--- config.mk ---
export PLATFORM = sky130hd
export DESIGN_NAME = serial_transceiver
export DESIGN_NICKNAME = d
export VERILOG_FILES = /design/src/serial_pkg.sv /design/src/tx_link_if.sv /design/src/pin_sync.sv /design/src/serial_tx.sv /design/src/serial_transceiver.sv
export VERILOG_INCLUDE_DIRS = /design/src
export SDC_FILE = /design/constraint.sdc
export NUM_CORES = 1
export LEC_CHECK = 0
export BUFFER_PORTS_ARGS = -buffer_cell sky130_fd_sc_hd__buf_2
export CAP_MARGIN = 20
export CORE_MARGIN = 5
export CORE_UTILIZATION = 45
export CTS_CLUSTER_SIZE = 30
export DETAILED_ROUTE_END_ITERATION = 16
export GPL_TIMING_DRIVEN = 0
export PLACE_DENSITY_LB_ADDON = 0.12
export SLEW_MARGIN = 20
export SYNTH_ARGS = -nofsm -noshare
export SYNTH_HDL_FRONTEND = slang
export SYNTH_SLANG_ARGS = --single-unit
--- constraint.sdc ---
create_clock -name REF_CLK -period 2.7 [get_ports REF_CLK]
set_clock_uncertainty 0.05 [all_clocks]
set_input_delay 0.54 -clock REF_CLK [delete_from_list [all_inputs] [get_ports REF_CLK]]
set_output_delay 0.54 -clock REF_CLK [all_outputs]
set_load 0.005 [all_outputs]
--- src/serial_params.svh ---
// Constants for the asynchronous serial transceiver
// Summary of operation
// - Parity error rises on mismatched parity, stays until a matching character arrives
// - Framing error rises on a bad first stop bit, stays until a good one
// - Overrun rises when a character lands while receive-ready is still set
// - Overrun clears at the next stop bit if receive-ready clear was driven low
// - Status-disable high drives STATUS_OE low; the status outputs themselves stay driven
// - Receive and transmit run from outside clocks at sixteen times the bit rate
// - Receive-ready is forced low while its clear input is held low
// - Receive-ready rises once a character sits in the receive buffer
// - Master clear zeroes error flags, ready, shift-empty; sets holding-empty and line
// - Shift-empty returns within 18 clocks after master clear; buffer is kept
// - Holding-empty rises once the holding register passed its character on
// - Transmit inputs are captured into the holding register while load is low
// - Load rising edge requests transfer, deferred while the shifter is busy
// - Shift-empty rises after the stop bits have been sent, and when idle after master clear
// - Start, data, parity and stop bits go out in sequence
// - Unused upper transmit inputs are ignored for short words
// - Configuration latch high loads parity-off, stop, length and even selects
// - Parity-off disables generation and checking and holds parity error low
// - Extra stop gives 1.5 stops for 5-bit words, 2 otherwise
// - Length selects give 5, 6, 7 or 8 bits
// - Even-parity select high gives even parity, low gives odd
// - Start bit centre is taken at count 7-1/2 of the 16x clock
// - Short received words are right-justified with upper bits low
// - Buffer loads in the first stop bit; ready and framing follow one clock later
// - Search for the next start bit resumes at the first stop bit centre
`ifndef SERIAL_PARAMS_SVH
`define SERIAL_PARAMS_SVH
`define REF_CLK_PERIOD_NS 50
`define OVERSAMPLE 16
`define TICK_LAST 4'hF
`define START_CENTRE 4'h7
`define STOP_TICKS_ONE 5'h0F
`define STOP_TICKS_ONE_HALF 5'h17
`define STOP_TICKS_TWO 5'h1F
`define SYNC_STAGES 2
`define CFG_RESET 5'h00
`define LINE_IDLE 1'b1
`endif

--- src/serial_pkg.sv ---
// Types shared by the transceiver modules
package serial_pkg;
   typedef enum logic [2:0] {
      ST_IDLE = 3'h0,
      ST_START = 3'h1,
      ST_DATA = 3'h3,
      ST_PARITY = 3'h2,
      ST_STOP = 3'h6
   } frame_state_e;
   typedef struct packed {
      logic parity_off;
      logic extra_stop;
      logic word_len_sel_hi;
      logic word_len_sel_lo;
      logic even_parity_sel;
   } cfg_s;
   typedef logic [7:0] char_t;
endpackage

--- src/tx_link_if.sv ---
// Signals between the top and its transmit engine
interface tx_link_if;
   serial_pkg::cfg_s cfg;
   logic master_clear;
   logic tick;
   logic load_low;
   logic load_rise;
   serial_pkg::char_t tx_parallel_in;
   logic tx_holding_empty;
   logic tx_shift_empty;
   logic tx_serial_out;
   modport top (output cfg, master_clear, tick, load_low, load_rise, tx_parallel_in,
      input tx_holding_empty, tx_shift_empty, tx_serial_out);
   modport engine (input cfg, master_clear, tick, load_low, load_rise, tx_parallel_in,
      output tx_holding_empty, tx_shift_empty, tx_serial_out);
endinterface

--- src/pin_sync.sv ---
// Two-stage synchroniser for a group of pins
`include "serial_params.svh"
module pin_sync #(
   parameter int WIDTH = 8
) (
   input wire logic clk,
   input wire logic rst_n,
   input wire logic [WIDTH-1:0] async_in,
   output logic [WIDTH-1:0] sync_out
);
   // ==========================================
   // Per-bit stages
   genvar i;
   generate
      for (i = 0; i < WIDTH; i++) begin : g_bit
         logic [`SYNC_STAGES-1:0] stage_reg;
         always_ff @(posedge clk or negedge rst_n) begin
            if (!rst_n) begin
               stage_reg <= '0;
            end else begin
               stage_reg <= {stage_reg[`SYNC_STAGES-2:0], async_in[i]};
            end
         end
         assign sync_out[i] = stage_reg[`SYNC_STAGES-1];
      end
   endgenerate
endmodule // pin_sync

--- src/serial_tx.sv ---
// Transmit holding register and shift engine
`include "serial_params.svh"
module serial_tx (
   input wire logic clk,
   input wire logic rst_n,
   tx_link_if.engine lnk
);
   serial_pkg::frame_state_e state_reg;
   serial_pkg::char_t hold_reg;
   serial_pkg::char_t shift_reg;
   logic pend_reg;
   logic par_reg;
   logic [3:0] tick_reg;
   logic [2:0] bits_reg;
   logic [4:0] stop_reg;
   logic hold_empty_reg;
   logic shift_empty_reg;
   logic serial_reg;

   // ==========================================
   // Format decode
   wire logic [2:0] last_bit = {1'b1, lnk.cfg.word_len_sel_hi, lnk.cfg.word_len_sel_lo};
   wire logic five_bit = ~lnk.cfg.word_len_sel_hi & ~lnk.cfg.word_len_sel_lo;
   wire logic [4:0] stop_last = !lnk.cfg.extra_stop ? `STOP_TICKS_ONE :
      (five_bit ? `STOP_TICKS_ONE_HALF : `STOP_TICKS_TWO);
   wire serial_pkg::char_t len_mask = serial_pkg::char_t'(8'hFF >> (3'h7 - last_bit));
   wire serial_pkg::char_t masked = hold_reg & len_mask;
   wire logic parity_bit = (^masked) ^ ~lnk.cfg.even_parity_sel;
   wire logic bit_end = lnk.tick && (tick_reg == `TICK_LAST);
   // Transfer waits for the shifter so characters go out end to end
   wire logic transfer = pend_reg && (state_reg == serial_pkg::ST_IDLE) && !lnk.master_clear;

   assign lnk.tx_holding_empty = hold_empty_reg;
   assign lnk.tx_shift_empty = shift_empty_reg;
   assign lnk.tx_serial_out = serial_reg;

   // ==========================================
   // Holding register
   always_ff @(posedge clk or negedge rst_n) begin
      if (!rst_n) begin
         hold_reg <= '0;
         pend_reg <= 1'b0;
         hold_empty_reg <= 1'b1;
      end else begin
         if (lnk.load_low) begin
            hold_reg <= lnk.tx_parallel_in;
         end
         if (lnk.master_clear) begin
            pend_reg <= 1'b0;
            hold_empty_reg <= 1'b1;
         end else if (lnk.load_rise) begin
            pend_reg <= 1'b1;
            hold_empty_reg <= 1'b0;
         end else if (transfer) begin
            pend_reg <= 1'b0;
            hold_empty_reg <= 1'b1;
         end
      end
   end

   // ==========================================
   // Shift engine
   always_ff @(posedge clk or negedge rst_n) begin
      if (!rst_n) begin
         state_reg <= serial_pkg::ST_IDLE;
         shift_reg <= '0;
         par_reg <= 1'b0;
         tick_reg <= '0;
         bits_reg <= '0;
         stop_reg <= '0;
         shift_empty_reg <= 1'b0;
         serial_reg <= `LINE_IDLE;
      end else if (lnk.master_clear) begin
         state_reg <= serial_pkg::ST_IDLE;
         shift_empty_reg <= 1'b0;
         serial_reg <= `LINE_IDLE;
      end else if (transfer) begin
         state_reg <= serial_pkg::ST_START;
         shift_reg <= masked;
         par_reg <= parity_bit;
         tick_reg <= '0;
         bits_reg <= '0;
         shift_empty_reg <= 1'b0;
         serial_reg <= 1'b0;
      end else if (state_reg == serial_pkg::ST_IDLE) begin
         shift_empty_reg <= 1'b1;
      end else begin
         if (lnk.tick) begin
            tick_reg <= tick_reg + 4'h1;
         end
         unique case (state_reg)
            serial_pkg::ST_START: if (bit_end) begin
               state_reg <= serial_pkg::ST_DATA;
               serial_reg <= shift_reg[0];
            end
            serial_pkg::ST_DATA: if (bit_end) begin
               shift_reg <= {1'b0, shift_reg[7:1]};
               bits_reg <= bits_reg + 3'h1;
               if (bits_reg == last_bit) begin
                  state_reg <= lnk.cfg.parity_off ? serial_pkg::ST_STOP : serial_pkg::ST_PARITY;
                  serial_reg <= lnk.cfg.parity_off ? 1'b1 : par_reg;
                  stop_reg <= '0;
               end else begin
                  serial_reg <= shift_reg[1];
               end
            end
            serial_pkg::ST_PARITY: if (bit_end) begin
               state_reg <= serial_pkg::ST_STOP;
               serial_reg <= 1'b1;
               stop_reg <= '0;
            end
            serial_pkg::ST_STOP: if (lnk.tick) begin
               stop_reg <= stop_reg + 5'h01;
               if (stop_reg == stop_last) begin
                  state_reg <= serial_pkg::ST_IDLE;
                  shift_empty_reg <= 1'b1;
               end
            end
            default: state_reg <= serial_pkg::ST_IDLE;
         endcase
      end
   end
endmodule // serial_tx

--- src/serial_transceiver.sv ---
// Asynchronous serial transceiver top: pins, configuration, receiver, status
`include "serial_params.svh"
module serial_transceiver #(
   parameter int DATA_W = 8
) (
   input wire logic REF_CLK,
   input wire logic RSTN,
   input wire logic RX_BIT_CLOCK,
   input wire logic TX_BIT_CLOCK,
   input wire logic RX_SERIAL_IN,
   input wire logic MASTER_CLEAR,
   input wire logic CONFIG_LATCH,
   input wire logic PARITY_OFF,
   input wire logic EXTRA_STOP_SELECT,
   input wire logic WORD_LEN_SEL_LO,
   input wire logic WORD_LEN_SEL_HI,
   input wire logic EVEN_PARITY_SEL,
   input wire logic TX_HOLDING_LOAD_N,
   input wire logic [DATA_W-1:0] TX_PARALLEL_IN,
   input wire logic RX_READY_CLEAR_N,
   input wire logic STATUS_OUTPUTS_FLOAT,
   output logic [DATA_W-1:0] RX_PARALLEL_OUT,
   output logic TX_SERIAL_OUT,
   output logic PARITY_ERROR_FLAG,
   output logic FRAMING_ERROR_FLAG,
   output logic OVERRUN_ERROR_FLAG,
   output logic RX_READY,
   output logic TX_HOLDING_EMPTY,
   output logic TX_SHIFT_EMPTY,
   output logic STATUS_OE
);
   localparam int PIN_W = 13 + DATA_W;

   // ==========================================
   // Elaboration check
   generate
      if (DATA_W != 8) begin : g_bad_width
         $error("serial_transceiver supports only an 8-bit character path");
      end
   endgenerate

   tx_link_if tx_lnk ();

   logic [PIN_W-1:0] pin_async;
   logic [PIN_W-1:0] pin_sync_q;
   logic rx_clk_s;
   logic tx_clk_s;
   logic rx_in_s;
   logic mclr_s;
   logic cfg_latch_s;
   logic load_n_s;
   logic ready_clr_n_s;
   logic float_s;
   serial_pkg::cfg_s cfg_pins_s;
   serial_pkg::char_t tx_data_s;

   serial_pkg::cfg_s cfg_reg;
   logic rx_clk_d_reg;
   logic tx_clk_d_reg;
   logic load_n_d_reg;
   serial_pkg::frame_state_e rx_state_reg;
   logic [3:0] rx_tick_reg;
   logic [2:0] rx_bits_reg;
   serial_pkg::char_t rx_shift_reg;
   logic rx_par_reg;
   logic stop_bit_reg;
   logic settle_reg;
   logic cleared_seen_reg;
   serial_pkg::char_t rx_buf_reg;
   logic perr_reg;
   logic ferr_reg;
   logic oerr_reg;
   logic ready_reg;
   logic tx_serial_reg;
   logic tx_hold_empty_reg;
   logic tx_shift_empty_reg;
   logic status_oe_reg;

   // ==========================================
   // Pin synchronisation
   // Bit clocks arrive as pins, so they are sampled; they must stay below a quarter of REF_CLK
   // Idle-high pins enter inverted so a synchroniser in reset reads idle
   assign pin_async = {RX_BIT_CLOCK, TX_BIT_CLOCK, ~RX_SERIAL_IN, MASTER_CLEAR, CONFIG_LATCH,
      PARITY_OFF, EXTRA_STOP_SELECT, WORD_LEN_SEL_HI, WORD_LEN_SEL_LO, EVEN_PARITY_SEL,
      ~TX_HOLDING_LOAD_N, ~RX_READY_CLEAR_N, STATUS_OUTPUTS_FLOAT, TX_PARALLEL_IN};

   pin_sync #(
      .WIDTH(PIN_W)
   ) u_pin_sync (
      .clk(REF_CLK),
      .rst_n(RSTN),
      .async_in(pin_async),
      .sync_out(pin_sync_q)
   );

   assign rx_clk_s = pin_sync_q[PIN_W-1];
   assign tx_clk_s = pin_sync_q[PIN_W-2];
   assign rx_in_s = ~pin_sync_q[PIN_W-3];
   assign mclr_s = pin_sync_q[PIN_W-4];
   assign cfg_latch_s = pin_sync_q[PIN_W-5];
   assign cfg_pins_s = serial_pkg::cfg_s'(pin_sync_q[PIN_W-6:PIN_W-10]);
   assign load_n_s = ~pin_sync_q[PIN_W-11];
   assign ready_clr_n_s = ~pin_sync_q[PIN_W-12];
   assign float_s = pin_sync_q[PIN_W-13];
   assign tx_data_s = pin_sync_q[DATA_W-1:0];

   // ==========================================
   // Edge detection and configuration
   wire logic rx_tick = rx_clk_s & ~rx_clk_d_reg;
   wire logic tx_tick = tx_clk_s & ~tx_clk_d_reg;
   wire logic load_rise = load_n_s & ~load_n_d_reg;

   always_ff @(posedge REF_CLK or negedge RSTN) begin
      if (!RSTN) begin
         rx_clk_d_reg <= 1'b0;
         tx_clk_d_reg <= 1'b0;
         load_n_d_reg <= 1'b1;
         cfg_reg <= serial_pkg::cfg_s'(`CFG_RESET);
      end else begin
         rx_clk_d_reg <= rx_clk_s;
         tx_clk_d_reg <= tx_clk_s;
         load_n_d_reg <= load_n_s;
         if (cfg_latch_s) begin
            cfg_reg <= cfg_pins_s;
         end
      end
   end

   // ==========================================
   // Transmit engine
   assign tx_lnk.cfg = cfg_reg;
   assign tx_lnk.master_clear = mclr_s;
   assign tx_lnk.tick = tx_tick;
   assign tx_lnk.load_low = ~load_n_s;
   assign tx_lnk.load_rise = load_rise;
   assign tx_lnk.tx_parallel_in = tx_data_s;

   serial_tx u_serial_tx (
      .clk(REF_CLK),
      .rst_n(RSTN),
      .lnk(tx_lnk.engine)
   );

   // ==========================================
   // Receiver decode
   wire logic [2:0] rx_last_bit = {1'b1, cfg_reg.word_len_sel_hi, cfg_reg.word_len_sel_lo};
   wire logic rx_bit_end = rx_tick && (rx_tick_reg == `TICK_LAST);
   wire logic rx_centre = rx_tick && (rx_tick_reg == `START_CENTRE);
   // Data shifts in from the top, so a short word is sitting high and is moved down
   wire serial_pkg::char_t rx_justified =
      serial_pkg::char_t'(rx_shift_reg >> (3'h7 - rx_last_bit));
   wire logic rx_expected_par = (^rx_justified) ^ ~cfg_reg.even_parity_sel;
   wire logic rx_par_bad = ~cfg_reg.parity_off && (rx_par_reg != rx_expected_par);
   wire logic rx_load = (rx_state_reg == serial_pkg::ST_STOP) && rx_bit_end && !mclr_s;

   // ==========================================
   // Receiver state machine
   always_ff @(posedge REF_CLK or negedge RSTN) begin
      if (!RSTN) begin
         rx_state_reg <= serial_pkg::ST_IDLE;
         rx_tick_reg <= '0;
         rx_bits_reg <= '0;
         rx_shift_reg <= '0;
         rx_par_reg <= 1'b0;
         stop_bit_reg <= 1'b1;
      end else if (mclr_s) begin
         rx_state_reg <= serial_pkg::ST_IDLE;
      end else if (rx_tick) begin
         rx_tick_reg <= rx_tick_reg + 4'h1;
         unique case (rx_state_reg)
            serial_pkg::ST_IDLE: if (!rx_in_s) begin
               rx_state_reg <= serial_pkg::ST_START;
               rx_tick_reg <= '0;
            end
            serial_pkg::ST_START: if (rx_centre) begin
               // A start bit that is high again at its centre was a glitch
               rx_state_reg <= rx_in_s ? serial_pkg::ST_IDLE : serial_pkg::ST_DATA;
               rx_tick_reg <= '0;
               rx_bits_reg <= '0;
            end
            serial_pkg::ST_DATA: if (rx_bit_end) begin
               rx_shift_reg <= {rx_in_s, rx_shift_reg[7:1]};
               rx_bits_reg <= rx_bits_reg + 3'h1;
               if (rx_bits_reg == rx_last_bit) begin
                  rx_state_reg <= cfg_reg.parity_off ? serial_pkg::ST_STOP :
                     serial_pkg::ST_PARITY;
               end
            end
            serial_pkg::ST_PARITY: if (rx_bit_end) begin
               rx_par_reg <= rx_in_s;
               rx_state_reg <= serial_pkg::ST_STOP;
            end
            serial_pkg::ST_STOP: if (rx_bit_end) begin
               stop_bit_reg <= rx_in_s;
               rx_state_reg <= serial_pkg::ST_IDLE;
            end
            default: rx_state_reg <= serial_pkg::ST_IDLE;
         endcase
      end
   end

   // ==========================================
   // Receive buffer and status flags
   always_ff @(posedge REF_CLK or negedge RSTN) begin
      if (!RSTN) begin
         rx_buf_reg <= '0;
         settle_reg <= 1'b0;
         cleared_seen_reg <= 1'b0;
         perr_reg <= 1'b0;
         ferr_reg <= 1'b0;
         oerr_reg <= 1'b0;
         ready_reg <= 1'b0;
      end else if (mclr_s) begin
         // Buffer contents survive master clear
         settle_reg <= 1'b0;
         cleared_seen_reg <= 1'b0;
         perr_reg <= 1'b0;
         ferr_reg <= 1'b0;
         oerr_reg <= 1'b0;
         ready_reg <= 1'b0;
      end else begin
         settle_reg <= rx_load;
         if (rx_load) begin
            rx_buf_reg <= rx_justified;
            perr_reg <= rx_par_bad;
            cleared_seen_reg <= 1'b0;
            if (ready_reg) begin
               oerr_reg <= 1'b1;
            end else if (cleared_seen_reg || !ready_clr_n_s) begin
               oerr_reg <= 1'b0;
            end
         end else if (!ready_clr_n_s) begin
            cleared_seen_reg <= 1'b1;
         end
         if (cfg_reg.parity_off) begin
            perr_reg <= 1'b0;
         end
         if (settle_reg) begin
            ferr_reg <= ~stop_bit_reg;
         end
         // The clear level wins over a new character while it is held low
         if (!ready_clr_n_s) begin
            ready_reg <= 1'b0;
         end else if (settle_reg) begin
            ready_reg <= 1'b1;
         end
      end
   end

   // ==========================================
   // Output registers
   always_ff @(posedge REF_CLK or negedge RSTN) begin
      if (!RSTN) begin
         tx_serial_reg <= `LINE_IDLE;
         tx_hold_empty_reg <= 1'b1;
         tx_shift_empty_reg <= 1'b0;
         status_oe_reg <= 1'b0;
      end else begin
         tx_serial_reg <= tx_lnk.tx_serial_out;
         tx_hold_empty_reg <= tx_lnk.tx_holding_empty;
         tx_shift_empty_reg <= tx_lnk.tx_shift_empty;
         status_oe_reg <= ~float_s;
      end
   end

   assign RX_PARALLEL_OUT = rx_buf_reg;
   assign TX_SERIAL_OUT = tx_serial_reg;
   assign PARITY_ERROR_FLAG = perr_reg;
   assign FRAMING_ERROR_FLAG = ferr_reg;
   assign OVERRUN_ERROR_FLAG = oerr_reg;
   assign RX_READY = ready_reg;
   assign TX_HOLDING_EMPTY = tx_hold_empty_reg;
   assign TX_SHIFT_EMPTY = tx_shift_empty_reg;
   assign STATUS_OE = status_oe_reg;
endmodule // serial_transceiver

==> summary.md, run 1 <==
| Metric | Value |
|---|---|
| Status | `finished, final reports clean` |
| Drt pass-1 iters | `4` |
| Area occupied by multi-input gates | `0.00189 mm^2` |
| Die ar. | `roughly 0.014 mm^2` |
| Non-filler cells, final | `655` |
| Clock Latency Late Sink | `0.42 ns` |
| Tmin final | `2.29 ns` |
| Leading area contributor after synthesis | `dfrtp_1` |
| Bufs on Longest Clock Path | `2` |
| Max_cap viols | `0` |
| Starting Density | `0.456` |
| Initial antenna violation count | `0` |
| Max-slew headroom | `0.533` |
| Number of synthesized flops with an enable pin | `0` |
| Vias per cell | `5.07` |
| Synth area leaders | `dfrtp_1, mux2_2, mux2i_1, nand2_1, dfstp_2` |
| Hold Buf Count CTS | `0` |
| Most common cell in the synthesized netlist | `dfrtp_1` |
| Tightest Pin Transition | `0.696 ns` |
| Met2 GRT Util | `0.257` |
| Tcrit/Tclk final | `0.848` |
| Final #Nets | `527` |
| Power Total | `0.00479 W` |
| GRT overflow | `0` |
| Clock Tree Root | `clkbuf_16` |
| # DRC | `0` |
| Cells after DPL | `approximately 620` |
| Sequential share of the synthesized area | `0.603` |
| Worst-path maximum fanout | `10` |
| RSZ-0062 raised after global routing | `no` |
| Synth unique cells | `between 50 and 60` |
| Fmax | `437 MHz` |
| Fin util | `0.545` |
| Share of cells above drive strength 1 | `0.219` |
| Top cells by count, synth | `dfrtp_1, nand2_1, nor2_1` |
| # H-tree levels | `4` |
| Largest net degree at the start of global routing | `between 70 and 80` |
| I/O Buffers | `38` |
| Post-DP HPWL | `between 6000 and 7000 um` |
| Top FF cell, synth | `dfrtp_1` |
| Synth Net Count | `469` |
| Wirelength, routed | `roughly 9400 um` |
| Via Count | `approximately 3300` |
| Worst Reg2Reg Path Length in Cells | `5` |
| Cells after Synth | `441` |
| Pins Over Slew Limit | `0` |
| Layout area overhead | `19.6%` |
| Required time worst endpoint | `3.00 ns` |
| CP startpoint | `u_pin_sync.g_bit[17].stage_reg[1]` |
| WS Path Type | `reg -> reg` |
| Pleak | `about 2.8 nW` |
| Worst Setup EP | `PARITY_ERROR_FLAG` |
| Number of global-route vias before repair | `roughly 3400` |
| Yosys warnings | `0` |
| Die Y | `117 um` |
| Final hold slack | `0.0183 ns` |
| Boundary Pins | `39` |
| Met1 usage | `0.199` |
| Drt first-iter violations | `153` |
| #FFs+latches synth | `124` |
| Drt wl/cell | `14.3 um` |
| Gr usage total | `0.161` |
| R2R Setup Slk | `0.41 ns` |
| # diodes | `0` |
| Syn Area/Cell | `11.7 um^2` |
| FF+latch area | `0.00311 mm^2` |
| CTS tree | `done` |
| Mapped cell area | `around 0.0052 mm^2` |
| R2r endpoint | `PARITY_ERROR_FLAG` |
| R2r startpoint | `u_pin_sync.g_bit[17].stage_reg[1]` |
| CTS clock-pin slew for the worst setup and hold paths | `0.06 ns` |
| Setup crit end kind | `register` |
| Share of the synthesized area in the top cell type | `0.572` |
| Clk sink count | `124` |
| Max reg flops | `42` |
| Hold Violations, Final | `0` |
| Met3 global-route usage | `0.0442` |
| Die X | `117 um` |
| First-pass GRT wire length | `16700 um` |
| Final Instance Area | `roughly 0.0062 mm^2` |
| CP startpoint kind | `register` |
| Gpl congestion | `0.773` |
| CTS resizes | `0` |
| Postcts setup bufs | `0` |
| CTS Buf Count | `17` |
| FILL cells | `988` |
| Min-Delay Path Class | `in -> async` |
| Antenna Nets Post-Route | `0` |
| GR peak layer | `met2` |
| Core area | `0.0113 mm^2` |
| Num rows | `39` |
| Critical path data arrival time | `~2.6 ns` |
| Fraction of registers with async set/reset | `1.00` |
| VDD IR max | `0.499 mV` |
| Placed Area | `0.00556 mm^2` |
| Final setup violation count | `0` |
| Pwr Density | `approximately 780 mW/mm^2` |
==> power by group <==
part / total [W] / switching (W) / leakage [nW] / internal (W)
sequential: 0.00209 / 0.0000905 / 1.55 / 0.00200
combinational: 0.000405 / 0.000220 / 0.973 / 0.000186
clock: 0.00229 / 0.000809 / 0.288 / 0.00148
==> critical path, cell delays in order, from the launching register on <==
cell	delay, ns
dfrtp_1	0.35
buf_2	0.19
nor3b_2	0.45
nand4_1	0.47
a2111oi_0	0.53
a311o_1	0.17
==> cells by family after synthesis <==
kind of cell / after synthesis / synth area share
AOI/OAI and AO/OA: 68 / 0.0817
xor gates and xnor gates: 27 / 0.0485
adders and majority gates: 5 / 0.0121
buffers and inverters: 38 / 0.0303
DFF: 124 / 0.603
muxes: 44 / 0.0960
and+or+nand+nor: 135 / 0.128
==> worst min-delay path by stage <==
stage / cells after the start / slack [ns] / end
after detailed placement: 0 / 0.28 / u_pin_sync.g_bit[17].stage_reg[1]
after floorplan: 0 / 0.19 / FRAMING_ERROR_FLAG
after global placement: 0 / 0.28 / u_pin_sync.g_bit[19].stage_reg[1]
final: 1 / 0.02 / u_pin_sync.g_bit[8].stage_reg[1]
after global routing: 1 / 0.05 / u_pin_sync.g_bit[20].stage_reg[0]
after CTS: 1 / 0.01 / u_serial_tx.stop_reg[1]
==> layer usage <==
layer  wire length (um)  vias to the layer above
met1               4260                     1597
met5                  0                        -
li1                   -                     1657
met2               4510                       52
met3                360                       18
met4                224                        0
==> final cells by class <==
type,count,area share
Clock inverter,12,0.0262
Buffer,22,0.0156
Clock buffer,20,0.0724
Tap cell,143,0.0290
Sequential cell,124,0.504
Timing Repair Buffer,39,0.0363
Inverter,16,0.00973
Multi-Input combinational cell,279,0.307
==> per-stage QoR <==
| stage | setup TNS [ns] | worst slack [ns] |
|---|---|---|
| 2_1_floorplan | 0 | 0.714 |
| 3_3_place_gp | -62.11 | -0.537 |
| 3_5_place_dp | 0 | 0.443 |
| 4_1_cts | 0 | 0.395 |
| 5_1_grt | 0 | 0.189 |
| 6_report | 0 | 0.411 |
==> placed cells by master (no fill, tap or decap), types with 4 or more instances in the layout <==
| cell | n |
|---|---|
| xnor2_1 | 15 |
| nand3b_1 | 5 |
| o21ai_0 | 31 |
| clkbuf_16 | 17 |
| nand2b_1 | 5 |
| ha_1 | 5 |
| nand4_1 | 4 |
| nand3_1 | 10 |
| o21a_1 | 4 |
| inv_1 | 16 |
| mux2_2 | 24 |
| dfstp_2 | 6 |
| clkbuf_1 | 17 |
| dfrtp_1 | 118 |
| nor2_1 | 35 |
| nor3_1 | 12 |
| xor2_1 | 11 |
| mux2i_1 | 18 |
| buf_2 | 42 |
| nand2_1 | 44 |
| a211oi_1 | 4 |
| a21oi_1 | 11 |
Power figures use the tool's default switching activity.
==> inputs of run 2 (changes only) <==
Settings changed: ABC_AREA set to 1.
Clock period 2.7 ns to 2.3 ns, I/O delays scaled along.
==> summary.md, run 2 <==
| Metric | Value |
|---|---|
| Final #Nets | `670` |
| CTS resizes | `0` |
| Pins Over Slew Limit | `0` |
| CTS clock-pin slew for the worst setup and hold paths | `0.06 ns` |
| Top cells by count, synth | `nand2_1, dfrtp_1, inv_1` |
| Die ar. | `between 0.01 and 0.015 mm^2` |
| Cells after Synth | `583` |
| RSZ-0062 raised after global routing | `no` |
| Status | `finished, final reports clean` |
| Synth Area in Compound Gates | `0.102` |
| Clock Latency Late Sink | `0.41 ns` |
| Num rows | `40` |
| Worst-path maximum fanout | `10` |
| Drt first-iter violations | `200` |
| Tightest Pin Transition | `about 0.56 ns` |
| Tcrit/Tclk final | `0.842` |
| FILL cells | `1092` |
| Max-slew headroom | `0.629` |
| Initial antenna violation count | `0` |
| Largest family of logic cells by synthesized area | `simple AND/OR/NAND/NOR gates` |
| Min-delay src | `TX_PARALLEL_IN[1]` |
| Worst hold stages | `1` |
| Synth Net Count | `roughly 610` |
| Synth area leaders | `dfrtp_1, nand2_1, o21ai_0, nand3_1, inv_1` |
| Clock Tree Root | `clkbuf_16` |
| Fmax | `between 500 and 600 MHz` |
| Synth unique cells | `38` |
| Postcts setup bufs | `0` |
| Drt wl/cell | `13.1 um` |
| # diodes | `0` |
| Wirelength, routed | `10500 um` |
| Setup TNS | `0 ns` |
| Critical path data arrival time | `2.18 ns` |
| Die X | `approximately 120 um` |
| Antenna Nets Post-Route | `0` |
| Leading cell type in the layout, fill and taps excluded | `nand2_1` |
| Hold Buf Count CTS | `1` |
| Share of cells above drive strength 1 | `0.206` |
| Core area | `about 0.012 mm^2` |
| Pwr Density | `963 mW/mm^2` |
| Max reg flops | `42` |
| Synth Area in XOR/XNOR | `0.0210` |
| Number of synthesized flops with an enable pin | `0` |
| Synth Area in Simple Gates | `0.219` |
| Min-Delay Endpoint | `u_pin_sync.g_bit[1].stage_reg[0]` |
| Pleak | `3.17 nW` |
| WS Path Type | `reg -> reg` |
| # DRC | `0` |
| Setup crit end kind | `register` |
| Post-Synth Adder-Cell Area | `0.0115` |
| Starting Density | `0.456` |
| Min-Delay Path Class | `in -> reg` |
| Via Count | `3973` |
| Drt pass-1 iters | `5` |
| Post-DP HPWL | `7250 um` |
| CTS tree | `done` |
| Gpl congestion | `roughly 0.85` |
| Area occupied by multi-input gates | `0.00198 mm^2` |
| I/O Buffers | `38` |
| Most common cell in the synthesized netlist | `nand2_1` |
| Max_cap viols | `0` |
| Syn Area/Cell | `9.31 um^2` |
| CP startpoint kind | `register` |
| Vias per cell | `4.95` |
| Largest net degree at the start of global routing | `68` |
| Clk sink count | `about 120` |
| Most frequent cells in the layout | `nand2_1, dfrtp_1, inv_1, buf_2, o21ai_0` |
| # H-tree levels | `4` |
| Gr usage total | `0.162` |
| Bufs on Longest Clock Path | `2` |
| Boundary Pins | `39` |
| Tmin final | `a little under 2 ns` |
| Final setup violation count | `0` |
| R2R Setup Slk | `0.36 ns` |
| Worst Reg2Reg Path Length in Cells | `7` |
| CTS Buf Count | `17` |
| Top FF cell, synth | `dfrtp_1` |
| Share of the synthesized area in the top cell type | `0.544` |
| Leading area contributor after synthesis | `dfrtp_1` |
| GRT overflow | `0` |
| Required time worst endpoint | `approximately 2.6 ns` |
| Sequential share of the synthesized area | `0.573` |
| Hold Violations, Final | `0` |
| First-pass GRT wire length | `18500 um` |
| Yosys warnings | `0` |
| Power Total | `0.00621 W` |
| VDD IR max | `0.499 mV` |
| FF+latch area | `0.00311 mm^2` |
| #FFs+latches synth | `around 120` |
| R2r endpoint | `u_serial_tx.shift_reg[5]` |
| Layout area overhead | `18.8%` |
| Mux share of post-synthesis cell area | `0.0122` |
| Fin util | `0.541` |
| Die Y | `120 um` |
| Number of global-route vias before repair | `3976` |
| Fraction of registers with async set/reset | `1.00` |
| R2r startpoint | `u_serial_tx.tick_reg[1]` |
| Mapped cell area | `roughly 0.0054 mm^2` |
## run 2: cell types whose count changed after synthesis, moves of 7 or more
cell      before  now
clkbuf_1      15    4
inv_1         16   51
inv_2          0   10
mux2_2        24    5
mux2i_1       18    1
nand2_1       44  161
nand3_1       10   42
nor3_1        12    4
o21a_1         4   11
o21ai_0       31   43
o21ai_2        0    7
xnor2_1       15    4
## run 2: where the power goes
part	internal, W	switching, W	total, W
clock network	0.00169	0.000974	0.00266
registers	0.00244	0.000160	0.00260
logic	0.000341	0.000603	0.000944
total	0.00447	0.00174	0.00621
## run 2: cell type report
cell class,instances,area share
Timing Repair Buffer,40,0.0363
Inverter,61,0.0355
Buffer,16,0.0159
Multi-Input combinational cell,382,0.308
Sequential cell,124,0.482
Tap cell,147,0.0285
Clock buffer,20,0.0724
Clock inverter,12,0.0212
## run 2: worst max-delay path by stage
stage	startpoint	cells past startpoint	end	slack, ns
global route	cfg_reg[2]	8	rx_state_reg[2]	0.13
floorplan	rx_tick_reg[0]	9	rx_shift_reg[0]	0.60
CTS	u_serial_tx.tick_reg[1]	7	u_serial_tx.shift_reg[5]	0.34
finish	u_serial_tx.tick_reg[1]	7	u_serial_tx.shift_reg[5]	0.36
global placement	RSTN	1	u_pin_sync.g_bit[1].stage_reg[0]	-0.80
detailed placement	u_serial_tx.tick_reg[1]	7	u_serial_tx.shift_reg[5]	0.37
## run 2: routing by layer
layer / vias up / global-route usage / share of wire
met2: 110 / 0.242 / 0.44
met1: 1830 / 0.215 / 0.48
met4: 0 / 0.0623 / 0.018
met3: 21 / 0.0598 / 0.059
met5: - / 0 / 0
li1: 2012 / - / -
## run 2: kinds of logic after synthesis
logic type | after synthesis
flops | 124
compound gates | 92
xor+xnor | 13
simple gates | 266
mux | 6
fa+ha+maj | 5
buf+inv | 77
## run 2: metrics by stage
| step | setup slack (ns) | cell area (um^2) | instances | hold WS (ns) |
|---|---|---|---|---|
| floorplan | 0.603 | 5430 | 583 | 0.114 |
| global placement | -0.804 | 5800 | 768 | 0.282 |
| detailed placement | 0.368 | 5830 | 769 | 0.285 |
| CTS | 0.342 | 6450 | 802 | 0.0841 |
| global route | 0.130 | 6450 | 802 | 0.0721 |
| finish | 0.363 | 6450 | 802 | 0.104 |
## run 2: critical path: stages, from the launching register on
cell     delay (ns)
dfrtp_1        0.37
ha_1           0.17
nand2_1        0.08
nor3_2         0.31
nand3_2        0.20
nand2_2        0.16
buf_6          0.15
mux2_2         0.34
